--- config.mk ---
export PLATFORM = sky130hd
export DESIGN_NAME = rsc_controller
export DESIGN_NICKNAME = d
export VERILOG_FILES = /design/src/verilog/rsc_pkg.sv /design/src/verilog/rsc_controller.sv
export VERILOG_INCLUDE_DIRS = /design/src /design/src/verilog
export SDC_FILE = /design/constraint.sdc
export NUM_CORES = 1
export LEC_CHECK = 0
export ABC_AREA = 0
export BUFFER_PORTS_ARGS = -buffer_cell sky130_fd_sc_hd__buf_2
export CAP_MARGIN = 20
export CELL_PAD_IN_SITES_DETAIL_PLACEMENT = 1
export CELL_PAD_IN_SITES_GLOBAL_PLACEMENT = 1
export CORE_MARGIN = 5
export CORE_UTILIZATION = 35
export DETAILED_ROUTE_END_ITERATION = 12
export PLACE_DENSITY = 0.8
export SYNTH_ARGS = -nofsm -noshare
export SYNTH_HDL_FRONTEND = slang
export SYNTH_SLANG_ARGS = --single-unit
export TNS_END_PERCENT = 10
--- constraint.sdc ---
create_clock -name core_clk -period 2.1 [get_ports core_clk]
set_input_delay 0.21 -clock core_clk [delete_from_list [all_inputs] [get_ports core_clk]]
set_output_delay 0.21 -clock core_clk [all_outputs]
set_load 0.02 [all_outputs]
--- src/verilog/rsc_cfg.svh ---
/*
  Constants of the reset source controller: register offsets, field positions,
  reset values, key codes and timing figures.
  Assumes a 125 MHz core clock; included by the controller only.
*/
`ifndef RSC_CFG_SVH
`define RSC_CFG_SVH

// register offsets (byte wide registers, byte addresses)
`define RSC_OFF_KEY       8'h00
`define RSC_OFF_CAUSE     8'h01
`define RSC_OFF_EVT       8'h02
`define RSC_OFF_MASK      8'h03

// reset values
`define RSC_KEY_RST       8'h00
`define RSC_CAUSE_POR     6'h01
`define RSC_EVT_RST       3'h0
`define RSC_MASK_RST      3'h0

// pin configuration key codes
`define RSC_KEY_GPIO      8'hD0
`define RSC_KEY_PIN       8'h00

// reset cause flag positions
`define RSC_BIT_POR       0
`define RSC_BIT_IDOG      1
`define RSC_BIT_BADOP     2
`define RSC_BIT_DEBUG     3
`define RSC_BIT_WDOG      4
`define RSC_BIT_BROWN     5

// event flag positions
`define RSC_EVT_GPIO_ON   0
`define RSC_EVT_KEY_LATE  1
`define RSC_EVT_PIN_IGN   2

// boot vector and timing
`define RSC_BOOT_VECTOR   16'h8000
`define RSC_CLK_NS        8
`define RSC_PULSE_NS      20000
`define RSC_POR_HOLD_NS   1000

`endif

--- src/verilog/rsc_pkg.sv ---
/*
  Types of the reset source controller: state codes, register bus request,
  and the packed state of the controller.
  Assumes rsc_cfg.svh sits on the include path.
*/
`default_nettype none

package rsc_pkg;

  typedef enum logic [1:0] {
    RSC_RUN   = 2'b00,
    RSC_PULSE = 2'b01,
    RSC_PIN   = 2'b10,
    RSC_POR   = 2'b11
  } rsc_state_t;

  // one register access from software
  typedef struct packed {
    logic       wr;
    logic       rd;
    logic [7:0] addr;
    logic [7:0] wdata;
  } rsc_bus_t;

  // internal reset requesters
  typedef struct packed {
    logic brown;
    logic wdog;
    logic debug;
    logic idog;
  } rsc_src_t;

  // whole controller state
  typedef struct packed {
    rsc_state_t  st;
    logic [15:0] cnt;
    logic [7:0]  key;
    logic        lock;
    logic [5:0]  cause;
    logic [2:0]  evt;
    logic [2:0]  mask;
    logic [7:0]  rdata;
    logic        boot;
  } rsc_regs_t;

endpackage

`default_nettype wire

--- src/verilog/rsc_controller.sv ---
/*
  Reset source controller: gathers pin, power, watchdog, bad opcode and debug
  link resets, drives the shared open-drain reset pin, records the cause of all but pin resets.
  Assumes inputs synchronous to core_clk and a tristate pad outside.
*/
// Local design decision: the strobed register port.
`default_nettype none
`include "rsc_cfg.svh"

// Function
// RQ1: six sources are accepted and every one of them acts on the reset pin; here power-on does not drive the pin, only the five internal requests do.
// RQ2: after release, execution starts at vector 0x8000.
// RQ3: an outside party holds the reset pin low at least 300 ns.
// RQ4: pin reset reaches the core without needing a clock edge.
// RQ5: an internal request drives the pin low for at least 20 us.
// RQ6: key 0xD0 turns the pin into push-pull output, once per reset.
// RQ7: in output mode the pin cannot reset the device.
// RQ8: key register resets to 0x00, other values store as 0x00, always readable.
// RQ9: the flag of the causing source is set.
// RQ10: a written one clears a flag; a written zero keeps it.
// RQ11: power-on leaves only the power-on flag set, status 0x01.
// RQ12: flags: brownout 5, window dog 4, debug 3, bad opcode 2, indep dog 1, power-on 0.
// RQ13: software writes zero to status bits 7:6.
// RQ14: fetched code matching no opcode and no prebyte raises a reset.
// RQ15: a debug link request gives a full device reset.
// RQ16: power-on holds reset until supply is good, then a fixed time more.
// RQ17: registers take their reset values by the end of the reset phase; internal and pin resets reload only key and lock.
// RQ18: simultaneous sources all get their flags set.
module rsc_controller #(
  parameter int POR_HOLD_NS = `RSC_POR_HOLD_NS
) (
  input  wire logic             core_clk,
  input  wire logic             sys_rst,
  input  wire rsc_pkg::rsc_bus_t bus_req,
  output logic [7:0]            rd_data,
  input  wire logic             supply_ok,
  input  wire rsc_pkg::rsc_src_t src_req,
  input  wire logic             fetch_strobe,
  input  wire logic             opcode_hit,
  input  wire logic             prebyte_hit,
  input  wire logic             reset_pin_in,
  output logic                  reset_pin_out,
  output logic                  reset_pin_oe,
  input  wire logic             port_a_bit1_output,
  output logic                  core_reset,
  output logic                  boot_start,
  output logic [15:0]           boot_vector,
  output logic                  irq
);

  // cycle counts rounded up so the pulse never falls short of its time
  localparam logic [15:0] PULSE_CYC =
    16'((`RSC_PULSE_NS + `RSC_CLK_NS - 1) / `RSC_CLK_NS);
  localparam int POR_RAW = (POR_HOLD_NS + `RSC_CLK_NS - 1) / `RSC_CLK_NS;
  localparam logic [15:0] POR_CYC = 16'((POR_RAW < 1) ? 1 : POR_RAW);

  rsc_pkg::rsc_regs_t q;
  rsc_pkg::rsc_regs_t d;

  logic       gpio_mode;
  logic       bad_op;
  logic [5:0] set_vec;
  logic       int_req;
  logic       pin_low;

  // register select, one address compare shared by read and write
  function automatic logic sel(input logic [7:0] a, input logic [7:0] off);
    sel = (a == off);
  endfunction

  // source decode; power-on flag comes only from the power path
  assign gpio_mode = (q.key == `RSC_KEY_GPIO);                       // RQ6
  assign bad_op    = fetch_strobe && !opcode_hit && !prebyte_hit;    // RQ14
  assign set_vec   = {src_req.brown, src_req.wdog, src_req.debug,   // RQ12
                      bad_op, src_req.idog, 1'b0};
  assign int_req   = |set_vec;                                       // RQ1
  // pin reset only counts in pin mode; output mode drives the pad itself
  assign pin_low   = !gpio_mode && !reset_pin_in;

  // next state
  always_comb begin
    d      = q;
    d.boot = 1'b0;
    d.rdata = 8'h00;
    // cause flags: set wins over a written one
    if (bus_req.wr && sel(bus_req.addr, `RSC_OFF_CAUSE)) begin
      d.cause = q.cause & ~bus_req.wdata[5:0];                       // RQ10
    end
    if (q.st != rsc_pkg::RSC_POR) begin
      d.cause = d.cause | set_vec;                                   // RQ9 RQ18
    end
    // event register read clears, new events still land
    if (bus_req.rd && sel(bus_req.addr, `RSC_OFF_EVT)) begin
      d.evt = 3'h0;
    end
    if (bus_req.wr && sel(bus_req.addr, `RSC_OFF_MASK)) begin
      d.mask = bus_req.wdata[2:0];
    end
    // key: first write after a reset is taken, later ones refused
    if (bus_req.wr && sel(bus_req.addr, `RSC_OFF_KEY)) begin
      if (!q.lock) begin
        d.lock = 1'b1;                                               // RQ6
        d.key  = (bus_req.wdata == `RSC_KEY_GPIO) ? `RSC_KEY_GPIO
                                                  : `RSC_KEY_PIN;    // RQ8
        if (bus_req.wdata == `RSC_KEY_GPIO) begin
          d.evt[`RSC_EVT_GPIO_ON] = 1'b1;
        end
      end else begin
        d.evt[`RSC_EVT_KEY_LATE] = 1'b1;
      end
    end
    // read data stands one cycle only, unmapped reads zero
    if (bus_req.rd) begin
      if (sel(bus_req.addr, `RSC_OFF_KEY)) begin
        d.rdata = q.key;                                             // RQ8
      end else if (sel(bus_req.addr, `RSC_OFF_CAUSE)) begin
        d.rdata = {2'b00, q.cause};
      end else if (sel(bus_req.addr, `RSC_OFF_EVT)) begin
        d.rdata = {5'h00, q.evt};
      end else if (sel(bus_req.addr, `RSC_OFF_MASK)) begin
        d.rdata = {5'h00, q.mask};
      end
    end
    // reset sequencing
    case (q.st)
      rsc_pkg::RSC_RUN: begin
        if (int_req) begin
          d.st   = rsc_pkg::RSC_PULSE;                               // RQ5 RQ15
          d.cnt  = 16'h0000;
          d.key  = `RSC_KEY_RST;                                     // RQ17
          d.lock = 1'b0;
        end else if (pin_low) begin
          d.st   = rsc_pkg::RSC_PIN;
          d.key  = `RSC_KEY_RST;
          d.lock = 1'b0;
        end else if (gpio_mode && !reset_pin_in && port_a_bit1_output) begin
          // our own low drive reads back low; only a pull against a high counts
          d.evt[`RSC_EVT_PIN_IGN] = 1'b1;                            // RQ7
        end
      end
      rsc_pkg::RSC_PULSE: begin
        // width counted in core clocks, independent of what the pin reads
        d.cnt = q.cnt + 16'h0001;
        if (q.cnt >= PULSE_CYC - 16'h0001) begin
          d.st = rsc_pkg::RSC_PIN;                                   // RQ5
        end
      end
      rsc_pkg::RSC_PIN: begin
        // another party may still hold the pin; wait for it
        if (reset_pin_in) begin
          d.st   = rsc_pkg::RSC_RUN;
          d.boot = 1'b1;                                             // RQ2
        end
      end
      rsc_pkg::RSC_POR: begin
        // a supply dip restarts the hold count rather than pausing it
        if (!supply_ok) begin
          d.cnt = 16'h0000;
        end else if (q.cnt >= POR_CYC - 16'h0001) begin
          d.st   = rsc_pkg::RSC_RUN;                                 // RQ16
          d.boot = 1'b1;
        end else begin
          d.cnt = q.cnt + 16'h0001;
        end
      end
      default: begin
        d.st = rsc_pkg::RSC_POR;
      end
    endcase
    // supply loss restarts the power-on phase from anywhere
    if (!supply_ok) begin
      d.st    = rsc_pkg::RSC_POR;                                    // RQ16
      d.cnt   = 16'h0000;
      d.cause = `RSC_CAUSE_POR;                                      // RQ11
      d.key   = `RSC_KEY_RST;
      d.lock  = 1'b0;
    end
  end

  // single state register; sys_rst acts as the power-on reset
  always_ff @(posedge core_clk) begin
    if (sys_rst) begin
      q.st    <= rsc_pkg::RSC_POR;
      q.cnt   <= 16'h0000;
      q.key   <= `RSC_KEY_RST;                                       // RQ8
      q.lock  <= 1'b0;
      q.cause <= `RSC_CAUSE_POR;                                     // RQ11
      q.evt   <= `RSC_EVT_RST;
      q.mask  <= `RSC_MASK_RST;
      q.rdata <= 8'h00;
      q.boot  <= 1'b0;
    end else begin
      q <= d;
    end
  end

  // pin reset bypasses the flops so a stopped clock still resets the core
  assign core_reset    = sys_rst || (q.st != rsc_pkg::RSC_RUN) || pin_low; // RQ4 RQ7
  // open drain: only ever drive low; push-pull once the key is taken
  assign reset_pin_oe  = gpio_mode || (q.st == rsc_pkg::RSC_PULSE);   // RQ5 RQ6
  assign reset_pin_out = gpio_mode && port_a_bit1_output;
  assign rd_data       = q.rdata;
  assign boot_start    = q.boot;
  assign boot_vector   = `RSC_BOOT_VECTOR;                             // RQ2
  assign irq           = |(q.evt & q.mask);
endmodule

`default_nettype wire

==> results of run 1 <==
==> critical path: stages, from the launching register on <==
cell and delay [ps]:
dfxtp_1 330, or4_4 560, a211oi_4 220, buf_4 160, a22oi_2 110, or3_1 380, a21oi_1 150
==> final cells by class <==
| class | count | area [µm²] | area share (%) |
|---|---|---|---|
| Sequential cell | 48 | 961 | 33.4 |
| Clock buffer | 5 | 68.8 | 2.39 |
| Inverter | 10 | 37.5 | 1.30 |
| Tap cell | 80 | 100 | 3.48 |
| Multi-Input combinational cell | 194 | 1260 | 43.8 |
| Timing Repair Buffer | 65 | 383 | 13.3 |
| Clock inverter | 3 | 68.8 | 2.39 |
==> layout by cell type, fill, tap and decap left out, types with 2 or more instances in the layout <==
| cell type | instances |
|---|---|
| nand2_1 | 18 |
| buf_4 | 23 |
| mux4_2 | 3 |
| or3_1 | 9 |
| a31oi_1 | 3 |
| or4_4 | 3 |
| a32o_1 | 4 |
| nor2b_1 | 5 |
| ha_1 | 2 |
| or3_4 | 2 |
| nand3_1 | 5 |
| bufinv_16 | 2 |
| clkbuf_8 | 5 |
| inv_1 | 9 |
| dfxtp_1 | 48 |
| o21ai_0 | 13 |
| or4_1 | 5 |
| nor4_1 | 2 |
| a21oi_2 | 2 |
| and2_1 | 8 |
| nor2_1 | 18 |
| xor2_1 | 3 |
| nor3_1 | 9 |
| nand4_1 | 8 |
| and3_1 | 3 |
| a21oi_1 | 21 |
| buf_2 | 42 |
| mux2i_1 | 7 |
| conb_1 | 16 |
==> registers in the layout, summed over array words and instances (netlist names) <==
| name | cells |
|---|---|
| q | 39 |
| boot_start | 1 |
| rd_data | 8 |
==> repair_timing <==
action | in CTS | in global routing
gates resized for setup | 4 | 7
setup buffers | 0 | 1
setup endpoints to repair | 10 | 12
pin swaps | 0 | 2
==> per-stage QoR <==
step	hold WS (ps)	instances	area (µm²)	total power (µW)	utilization, %
after global routing	133	405	2880	1890	43.1
after CTS	137	404	2840	1830	42.5
after floorplan	336	285	2420	1020	-
final	142	405	2880	1810	43.1
after detailed placement	446	396	2680	1050	40.1
after global placement	443	396	2680	1050	40.1
==> synthesized netlist by cell type (2+ instances only) <==
cell type  number
dfxtp_1        48
buf_4          24
a21oi_1        23
nand2_1        18
nor2_1         18
o21ai_0        13
nor3_1         10
clkbuf_1        9
inv_1           9
or3_1           9
and2_1          8
nand4_1         8
mux2i_1         7
or4_1           6
nand3_1         5
nor2b_1         5
a32o_1          4
a31oi_1         3
and3_1          3
mux4_2          3
xor2_1          3
a22oi_1         2
conb_1          2
ha_1            2
nor4_1          2
or3_4           2
or4_4           2
==> report_power, final <==
| part | internal, µW | switching, µW |
|---|---|---|
| Clock | 479 | 302 |
| Sequential | 911 | 2.27 |
| Combinational | 41.0 | 73.4 |
| Total | 1430 | 377 |
==> cells by family (layout without fill, tap and decap cells) <==
group                    Yosys count  after routing  synth area share [%]
AND/OR/NAND/NOR                  105            105                  25.0
XOR/XNOR                           4              4                  1.48
flip-flops                        48             48                  40.6
multiplexers                      10             10                  5.82
buffers and inverters             43             83                  10.6
AO/OA/AOI/OAI                     57             57                  15.0
adder cells (fa/ha/maj)            2              2                  1.06
other                              2             16                 0.318
==> path summary, 6_finish.rpt <==
check,startpoint,to,slack (ps),cells past startpoint
setup reg to reg,q[37],q[44],110,6
hold / removal,src_req[1],q[18],140,2
setup / recovery,q[37],q[44],110,6
hold reg to reg,q[15],q[15],480,1
==> metal layers <==
metal | wire length (µm) | track usage (%)
met5 | 0 | 0
met4 | 54 | 4.08
met1 | 2600 | 16.8
met2 | 3370 | 27.6
met3 | 214 | 2.95
==> metrics.yaml, run 1 <==
path_clk_slew_ps: 90
cts_tree: "built"
fin_skew_ps: 11.7
nets: 356
yosys.area.top_type_share_pct: 40.6
status: "completed"
core_area_um2: 6680
yosys_warnings: 0
power_density_nw_per_um2: 628
grt_pass1_wl_um: 10100
slew_headroom_pct: 66.6
start_util_pct: 35.4
min_period_ps: 1990
critPathArrivalTime_ps: 2220
dp_slack_ps: -144
fillers: 813
synth_ff_type: "dfxtp_1"
insertedDiodeCount: 0
setup_viol: 0
startpoint_type: "flip-flop"
async_flop_share_pct: 0
syn_area_um2: 2360
avgViaCountPerCell: 5.23
yosys.area.top_type: "dfxtp_1"
synth-edff-count: 0
setup_tns_ps: 0
layout-drive-gt1-share_pct: 27.7
numCtsBuffers: 5
cts_sinks: 48
maxCapViolCount: 0
port_buffers: 42
crit_type: "reg -> reg"
dieArea_um2: 8500
drt-total-wl_um: 6240
path_max_fanout: 9
gp_congestion: 0.861
leakage_uw: 0.00117
max_freq_mhz: 502
grt_pass1_vias: 2151
yosysSeqAreaShare_pct: 40.6
clockBufferDepth: 2
ys_seq_elements: 48
die_w_um: 92.2
holdCritPathClass: "in -> reg"
fin_crit_sh_pct: 94.9
worst_pin_slew_ps: 496
drv_slew: 0
vias: 2118
crit_path_end_kind: "flip-flop"
synthTopCellsByArea: "dfxtp_1, buf_4, a21oi_1"
grt-ovfl-total: 0
grt_max_degree: 17
routedWlPerCell_um: 15.4
ant_nets: 0
syn2layout_area_growth_pct: 21.8
fin_ws_ps: 107
avgSynthCellArea_um2: 8.73
required_ps: 2330
track_usage_pct: 14.7
clk_latency_ps: 290
cts_root_buf: "clkbuf_8"
die_h_um: 92.2
htreeDepth: 2
rows: 30
place_hpwl_um: 4940
syn_inst: 271
dr.pass1.iters: 4
antenna_found_initial: 0
drt_iter0_markers: 96
irDropWorstVdd_mv: 0.288
ys_types: 50
drc: 0
finalHoldViolCount: 0
ios: 59
hold_buffers: 0
Power figures use the tool's default switching activity.
==> run 2: changes to the inputs <==
--- a/config.mk
+++ b/config.mk
@@ -13,8 +13,10 @@
 export CELL_PAD_IN_SITES_GLOBAL_PLACEMENT = 1
 export CORE_MARGIN = 5
 export CORE_UTILIZATION = 35
+export CTS_CLUSTER_SIZE = 24
 export DETAILED_ROUTE_END_ITERATION = 12
 export PLACE_DENSITY = 0.8
+export REMOVE_ABC_BUFFERS = 1
 export SYNTH_ARGS = -nofsm -noshare
 export SYNTH_HDL_FRONTEND = slang
 export SYNTH_SLANG_ARGS = --single-unit
==> metrics.yaml, run 2 (same netlist as run 1, synthesis figures left out) <==
final_cell_mix: "dfxtp_1, buf_2, buf_4"
crit_type: "reg -> out"
required_ps: 1890  # -440 ps
crit_buf_inv: 2  # +1
path_clk_slew_ps: 90  # about the same
maxCapViolCount: 0  # unchanged
clk_latency_ps: 300  # about the same
antenna_found_initial: 0  # unchanged
grt-ovfl-total: 0  # unchanged
ant_nets: 0  # unchanged
nets: 358  # +0.56%
critPathArrivalTime_ps: 1830  # -390 ps
rsz0062_at_grt: "yes"
die_w_um: 92.2  # unchanged
cts_tree: "built"
cts_sinks: 48  # unchanged
fin_crit_sh_pct: 97.1  # +2.2 points
fin_ws_ps: 59.9  # -47.1 ps
power_density_nw_per_um2: 594  # -5.4%
htreeDepth: 2  # unchanged
numCtsBuffers: 5  # unchanged
vias: 2114  # -0.19%
cts_root_buf: "clkbuf_8"
drv_slew: 0  # unchanged
rows: 30  # unchanged
dpl_cell_area_um2: 2700  # +0.84%
status: "completed"
largest-register: "q"
syn2layout_area_growth_pct: 20.1
fin_skew_ps: 8.22  # -3.44 ps
setup_viol: 0  # unchanged
layout-drive-gt1-share_pct: 27.2  # -0.48 points
dr.pass1.iters: 5  # +1
min_period_ps: 2040  # +47.1 ps
drc: 0  # unchanged
dp_slack_ps: -196  # -51.2 ps
grt_max_degree: 15  # -2
routedWlPerCell_um: 16.2  # +5.2%
place_hpwl_um: 5150  # +4.3%
avgViaCountPerCell: 5.19  # -0.68%
final_common_cell: "dfxtp_1"
leakage_uw: 0.00117  # -0.30%
total_power_uw: 1690  # -6.7%
hold_buffers: 0  # unchanged
utilization_pct: 42.5  # -0.60 points
dieArea_um2: 8500  # unchanged
clockBufferDepth: 2  # unchanged
postCtsSetupRepairBufs: 0  # unchanged
insertedDiodeCount: 0  # unchanged
start_util_pct: 35.4  # unchanged
crit_family: "simple AND/OR/NAND/NOR gates"
max_freq_mhz: 490  # -2.3%
drt-total-wl_um: 6600  # +5.8%
ios: 59  # unchanged
core_area_um2: 6680  # unchanged
critPathMaxStageDelay_ps: 440  # -120 ps
drt_iter0_markers: 82  # -15%
grt_pass1_wl_um: 10800  # +6.3%
finalInstanceArea_um2: 2840  # -1.4%
holdCritPathClass: "in -> reg"
gp_congestion: 0.809  # -6.0%
largest_reg_flops: 39  # unchanged
fillers: 821  # +0.98%
startpoint_type: "flip-flop"
crit_path_end_kind: "primary output"
finalHoldViolCount: 0  # unchanged
port_buffers: 42  # unchanged
irDropWorstVdd_mv: 0.245  # -15%
path_max_fanout: 3  # -6
grt_pass1_vias: 2206  # +2.6%
critical-path-slowest-cell: "or4_1"
track_usage_pct: 15.8  # +1.1 points
die_h_um: 92.2  # unchanged
crit_chain: "nor4bb_2, buf_4, a21oi_1, or4_1, buf_2"
## run 2: worst paths after layout
| check | end | depth (start not counted) | startpoint | slack (ps) |
|---|---|---|---|---|
| worst max register to register | q[44] | 6 | q[37] | 110 |
| worst min register to register | q[15] | 1 | q[15] | 460 |
| worst max-delay path | core_reset | 5 | q[28] | 60 |
| worst min-delay path | q[18] | 2 | src_req[1] | 130 |
## run 2: per-layer routing
metal | GRT usage [%] | routed length [µm] | vias to the layer above
met5 | 0 | 0 | -
li1 | - | - | 1049
met1 | 18.5 | 2850 | 1012
met2 | 29.0 | 3400 | 46
met3 | 2.87 | 281 | 7
met4 | 4.70 | 70 | 0
## run 2: layout make-up
class	count	area (µm²)	share of cell area (%)
multi-input combinational	194	1240	43.5
sequential	48	961	33.8
timing repair buffer	67	398	14.0
tap	80	100	3.52
clock buffer	6	72.6	2.56
inverter	10	37.5	1.32
clock inverter	2	35.0	1.23
## run 2: report_power, final
part	internal, µW	leakage [µW]	switching [µW]
sequential	911	0.000387	2.50
clock	354	0.0000552	301
combinational	41.2	0.000725	77.1
## run 2: repair_timing
item                       CTS  global route
pin swaps                    0             1
setup endpoints to repair   10             8
resized for setup            2             4
## run 2: per-stage QoR
stage | setup TNS [ps] | hold slack, ps | instances
after floorplan | -37.5 | 279 | 252
after global placement | -471 | 430 | 399
after detailed placement | -1020 | 442 | 399
after CTS | 0 | 128 | 407
after global routing | -17.4 | 150 | 407
final | 0 | 133 | 407
==> run 3: changes to the inputs <==
--- a/config.mk
+++ b/config.mk
@@ -15,6 +15,7 @@
 export CORE_UTILIZATION = 35
 export CTS_CLUSTER_SIZE = 24
 export DETAILED_ROUTE_END_ITERATION = 12
+export GPL_TIMING_DRIVEN = 0
 export PLACE_DENSITY = 0.8
 export REMOVE_ABC_BUFFERS = 1
 export SYNTH_ARGS = -nofsm -noshare
==> metrics.yaml, run 3 (same netlist as run 1, synthesis figures left out) <==
largest_reg_flops: 39  # unchanged
setup_viol: 5  # +5
layout-drive-gt1-share_pct: 25.2  # -2.0 points
crit_start: "q[37]"
clockBufferDepth: 2  # unchanged
finalInstanceArea_um2: 2770  # -2.3%
max_freq_mhz: 467  # -4.7%
min_period_ps: 2140  # +99.6 ps
cts_root_buf: "clkbuf_8"
rsz0062_at_grt: "yes"
cts_sinks: 48  # unchanged
final_common_cell: "dfxtp_1"
routedWlPerCell_um: 16.3  # +0.41%
grt_pass1_wl_um: 9870  # -8.4%
numCtsBuffers: 5  # unchanged
die_h_um: 92.2  # unchanged
path_clk_slew_ps: 100  # about the same
cts_tree: "built"
r2r-end: "q[45]"
syn2layout_area_growth_pct: 17.3
drt_iter0_markers: 59  # -28%
die_w_um: 92.2  # unchanged
fillers: 801  # -2.4%
drc: 0  # unchanged
slew_headroom_pct: 50.5
clk_latency_ps: 300  # about the same
leakage_uw: 0.00107  # -8.1%
antenna_found_initial: 0  # unchanged
grt_max_degree: 17  # +2
drv_slew: 0  # unchanged
ant_nets: 0  # unchanged
port_buffers: 42  # unchanged
r2r_cells: 6  # unchanged
status: "complete, but fails checks"
worst_pin_slew_ps: 737
path_max_fanout: 4  # +1
insertedDiodeCount: 0  # unchanged
startpoint_type: "flip-flop"
dieArea_um2: 8500  # unchanged
fin_ws_ps: -39.7  # -99.6 ps
power_density_nw_per_um2: 618  # +4.0%
avgViaCountPerCell: 5.35  # +3.1%
crit_buf_inv: 1  # -1
finalHoldViolCount: 0  # unchanged
cp-endpoint: "q[45]"
dpl_cell_area_um2: 2510  # -6.9%
critical-path-slowest-cell: "or4_4"
critPathMaxStageDelay_ps: 570  # +130 ps
crit_type: "reg -> reg"
grt-ovfl-total: 0  # unchanged
fin_crit_sh_pct: 102  # +4.7 points
holdCritPathClass: "in -> reg"
irDropWorstVdd_mv: 0.278  # +13%
grt_pass1_vias: 2020  # -8.4%
crit_cells: 6  # +1
crit_path_end_kind: "flip-flop"
whs_ps: 134  # +0.693 ps
violations: "setup timing"
nets: 336  # -6.1%
drt-total-wl_um: 6270  # -5.0%
largest-register: "q"
gp_congestion: 0.802  # -0.84%
rows: 30  # unchanged
regArea_um2: 963  # +0.26%
start_util_pct: 35.4  # unchanged
crit_chain: "or4_4, a211oi_4, a21oi_4, buf_4, or3_1, a21oi_1"
track_usage_pct: 14.3  # -1.4 points
final_cell_mix: "dfxtp_1, buf_2, a21oi_1"
r2r_start: "q[37]"
dp_slack_ps: -384  # -188 ps
maxCapViolCount: 0  # unchanged
required_ps: 2330  # +440 ps
ios: 59  # unchanged
place_hpwl_um: 4620  # -10%
critPathArrivalTime_ps: 2370  # +540 ps
multi_input_area_um2: 1310  # +6.2%
vias: 2061  # -2.5%
rrSetupSlack_ps: -40  # -150 ps
dr.pass1.iters: 4  # -1
core_area_um2: 6680  # unchanged
hold_buffers: 0  # unchanged
htreeDepth: 2  # unchanged
fin_skew_ps: 11.8  # +3.62 ps
total_power_uw: 1710  # +1.6%
crit_family: "simple AND/OR/NAND/NOR gates"
[run 3: changes by cell type in the layout (fill, tap and decap cells not counted), sizes merged]
cell	delta
buf	-22
clkbuf	-1
clkinvlp	+1
clkinv	-1
inv	+1
[run 3: report_power, final]
group          switching [µW]  internal, µW  total, µW  leakage (µW)
Clock                     328           359        687     0.0000548
Combinational            76.0          36.7        113      0.000631
Sequential               2.59           911        914      0.000387
[run 3: worst min-delay path by stage]
stage / from / to / slack (ps) / cells after the start
finish: src_req[1] / q[18] / 130 / 2
global route: src_req[1] / q[18] / 130 / 2
floorplan: sys_rst / q[12] / 280 / 1
global placement: src_req[1] / q[18] / 440 / 2
CTS: src_req[1] / q[18] / 130 / 2
detailed placement: src_req[2] / q[19] / 440 / 2
[run 3: cell type report]
class / instances / area share [%]
clock buffers: 5 / 2.48
flip-flops and latches: 48 / 34.7
multi-input cells: 194 / 47.3
inverters: 10 / 1.35
repair buffers: 45 / 8.84
well taps: 80 / 3.61
clock inverters: 3 / 1.67
[run 3: repair_timing]
action                     4_1_cts  5_1_grt
gates resized for setup         10       11
setup endpoints to repair       17       19
pin swaps                        1        3
setup buffers                    0        3
[run 3: layer usage]
layer / wire length [µm] / GRT usage, % / vias up
met3: 301 / 3.77 / 13
li1: - / - / 1005
met1: 2790 / 17.3 / 989
met2: 3050 / 24.5 / 54
met5: 0 / 0 / -
met4: 137 / 5.20 / 0
[run 3: worst reg2reg max path, cell delays in order, from the launching register on]
cell,delay (ps)
dfxtp_2,350
or4_4,570
a211oi_4,370
a21oi_4,130
buf_4,160
or3_1,340
a21oi_1,130
[run 3: stage by stage]
stage	setup TNS, ps	utilization, %	cells
3_5_place_dp	-5360	37.6	374
4_1_cts	-37.5	40.1	382
5_1_grt	-860	41.5	385
6_report	-106	41.5	385
2_1_floorplan	-37.5	-	252
3_3_place_gp	-4990	37.6	374
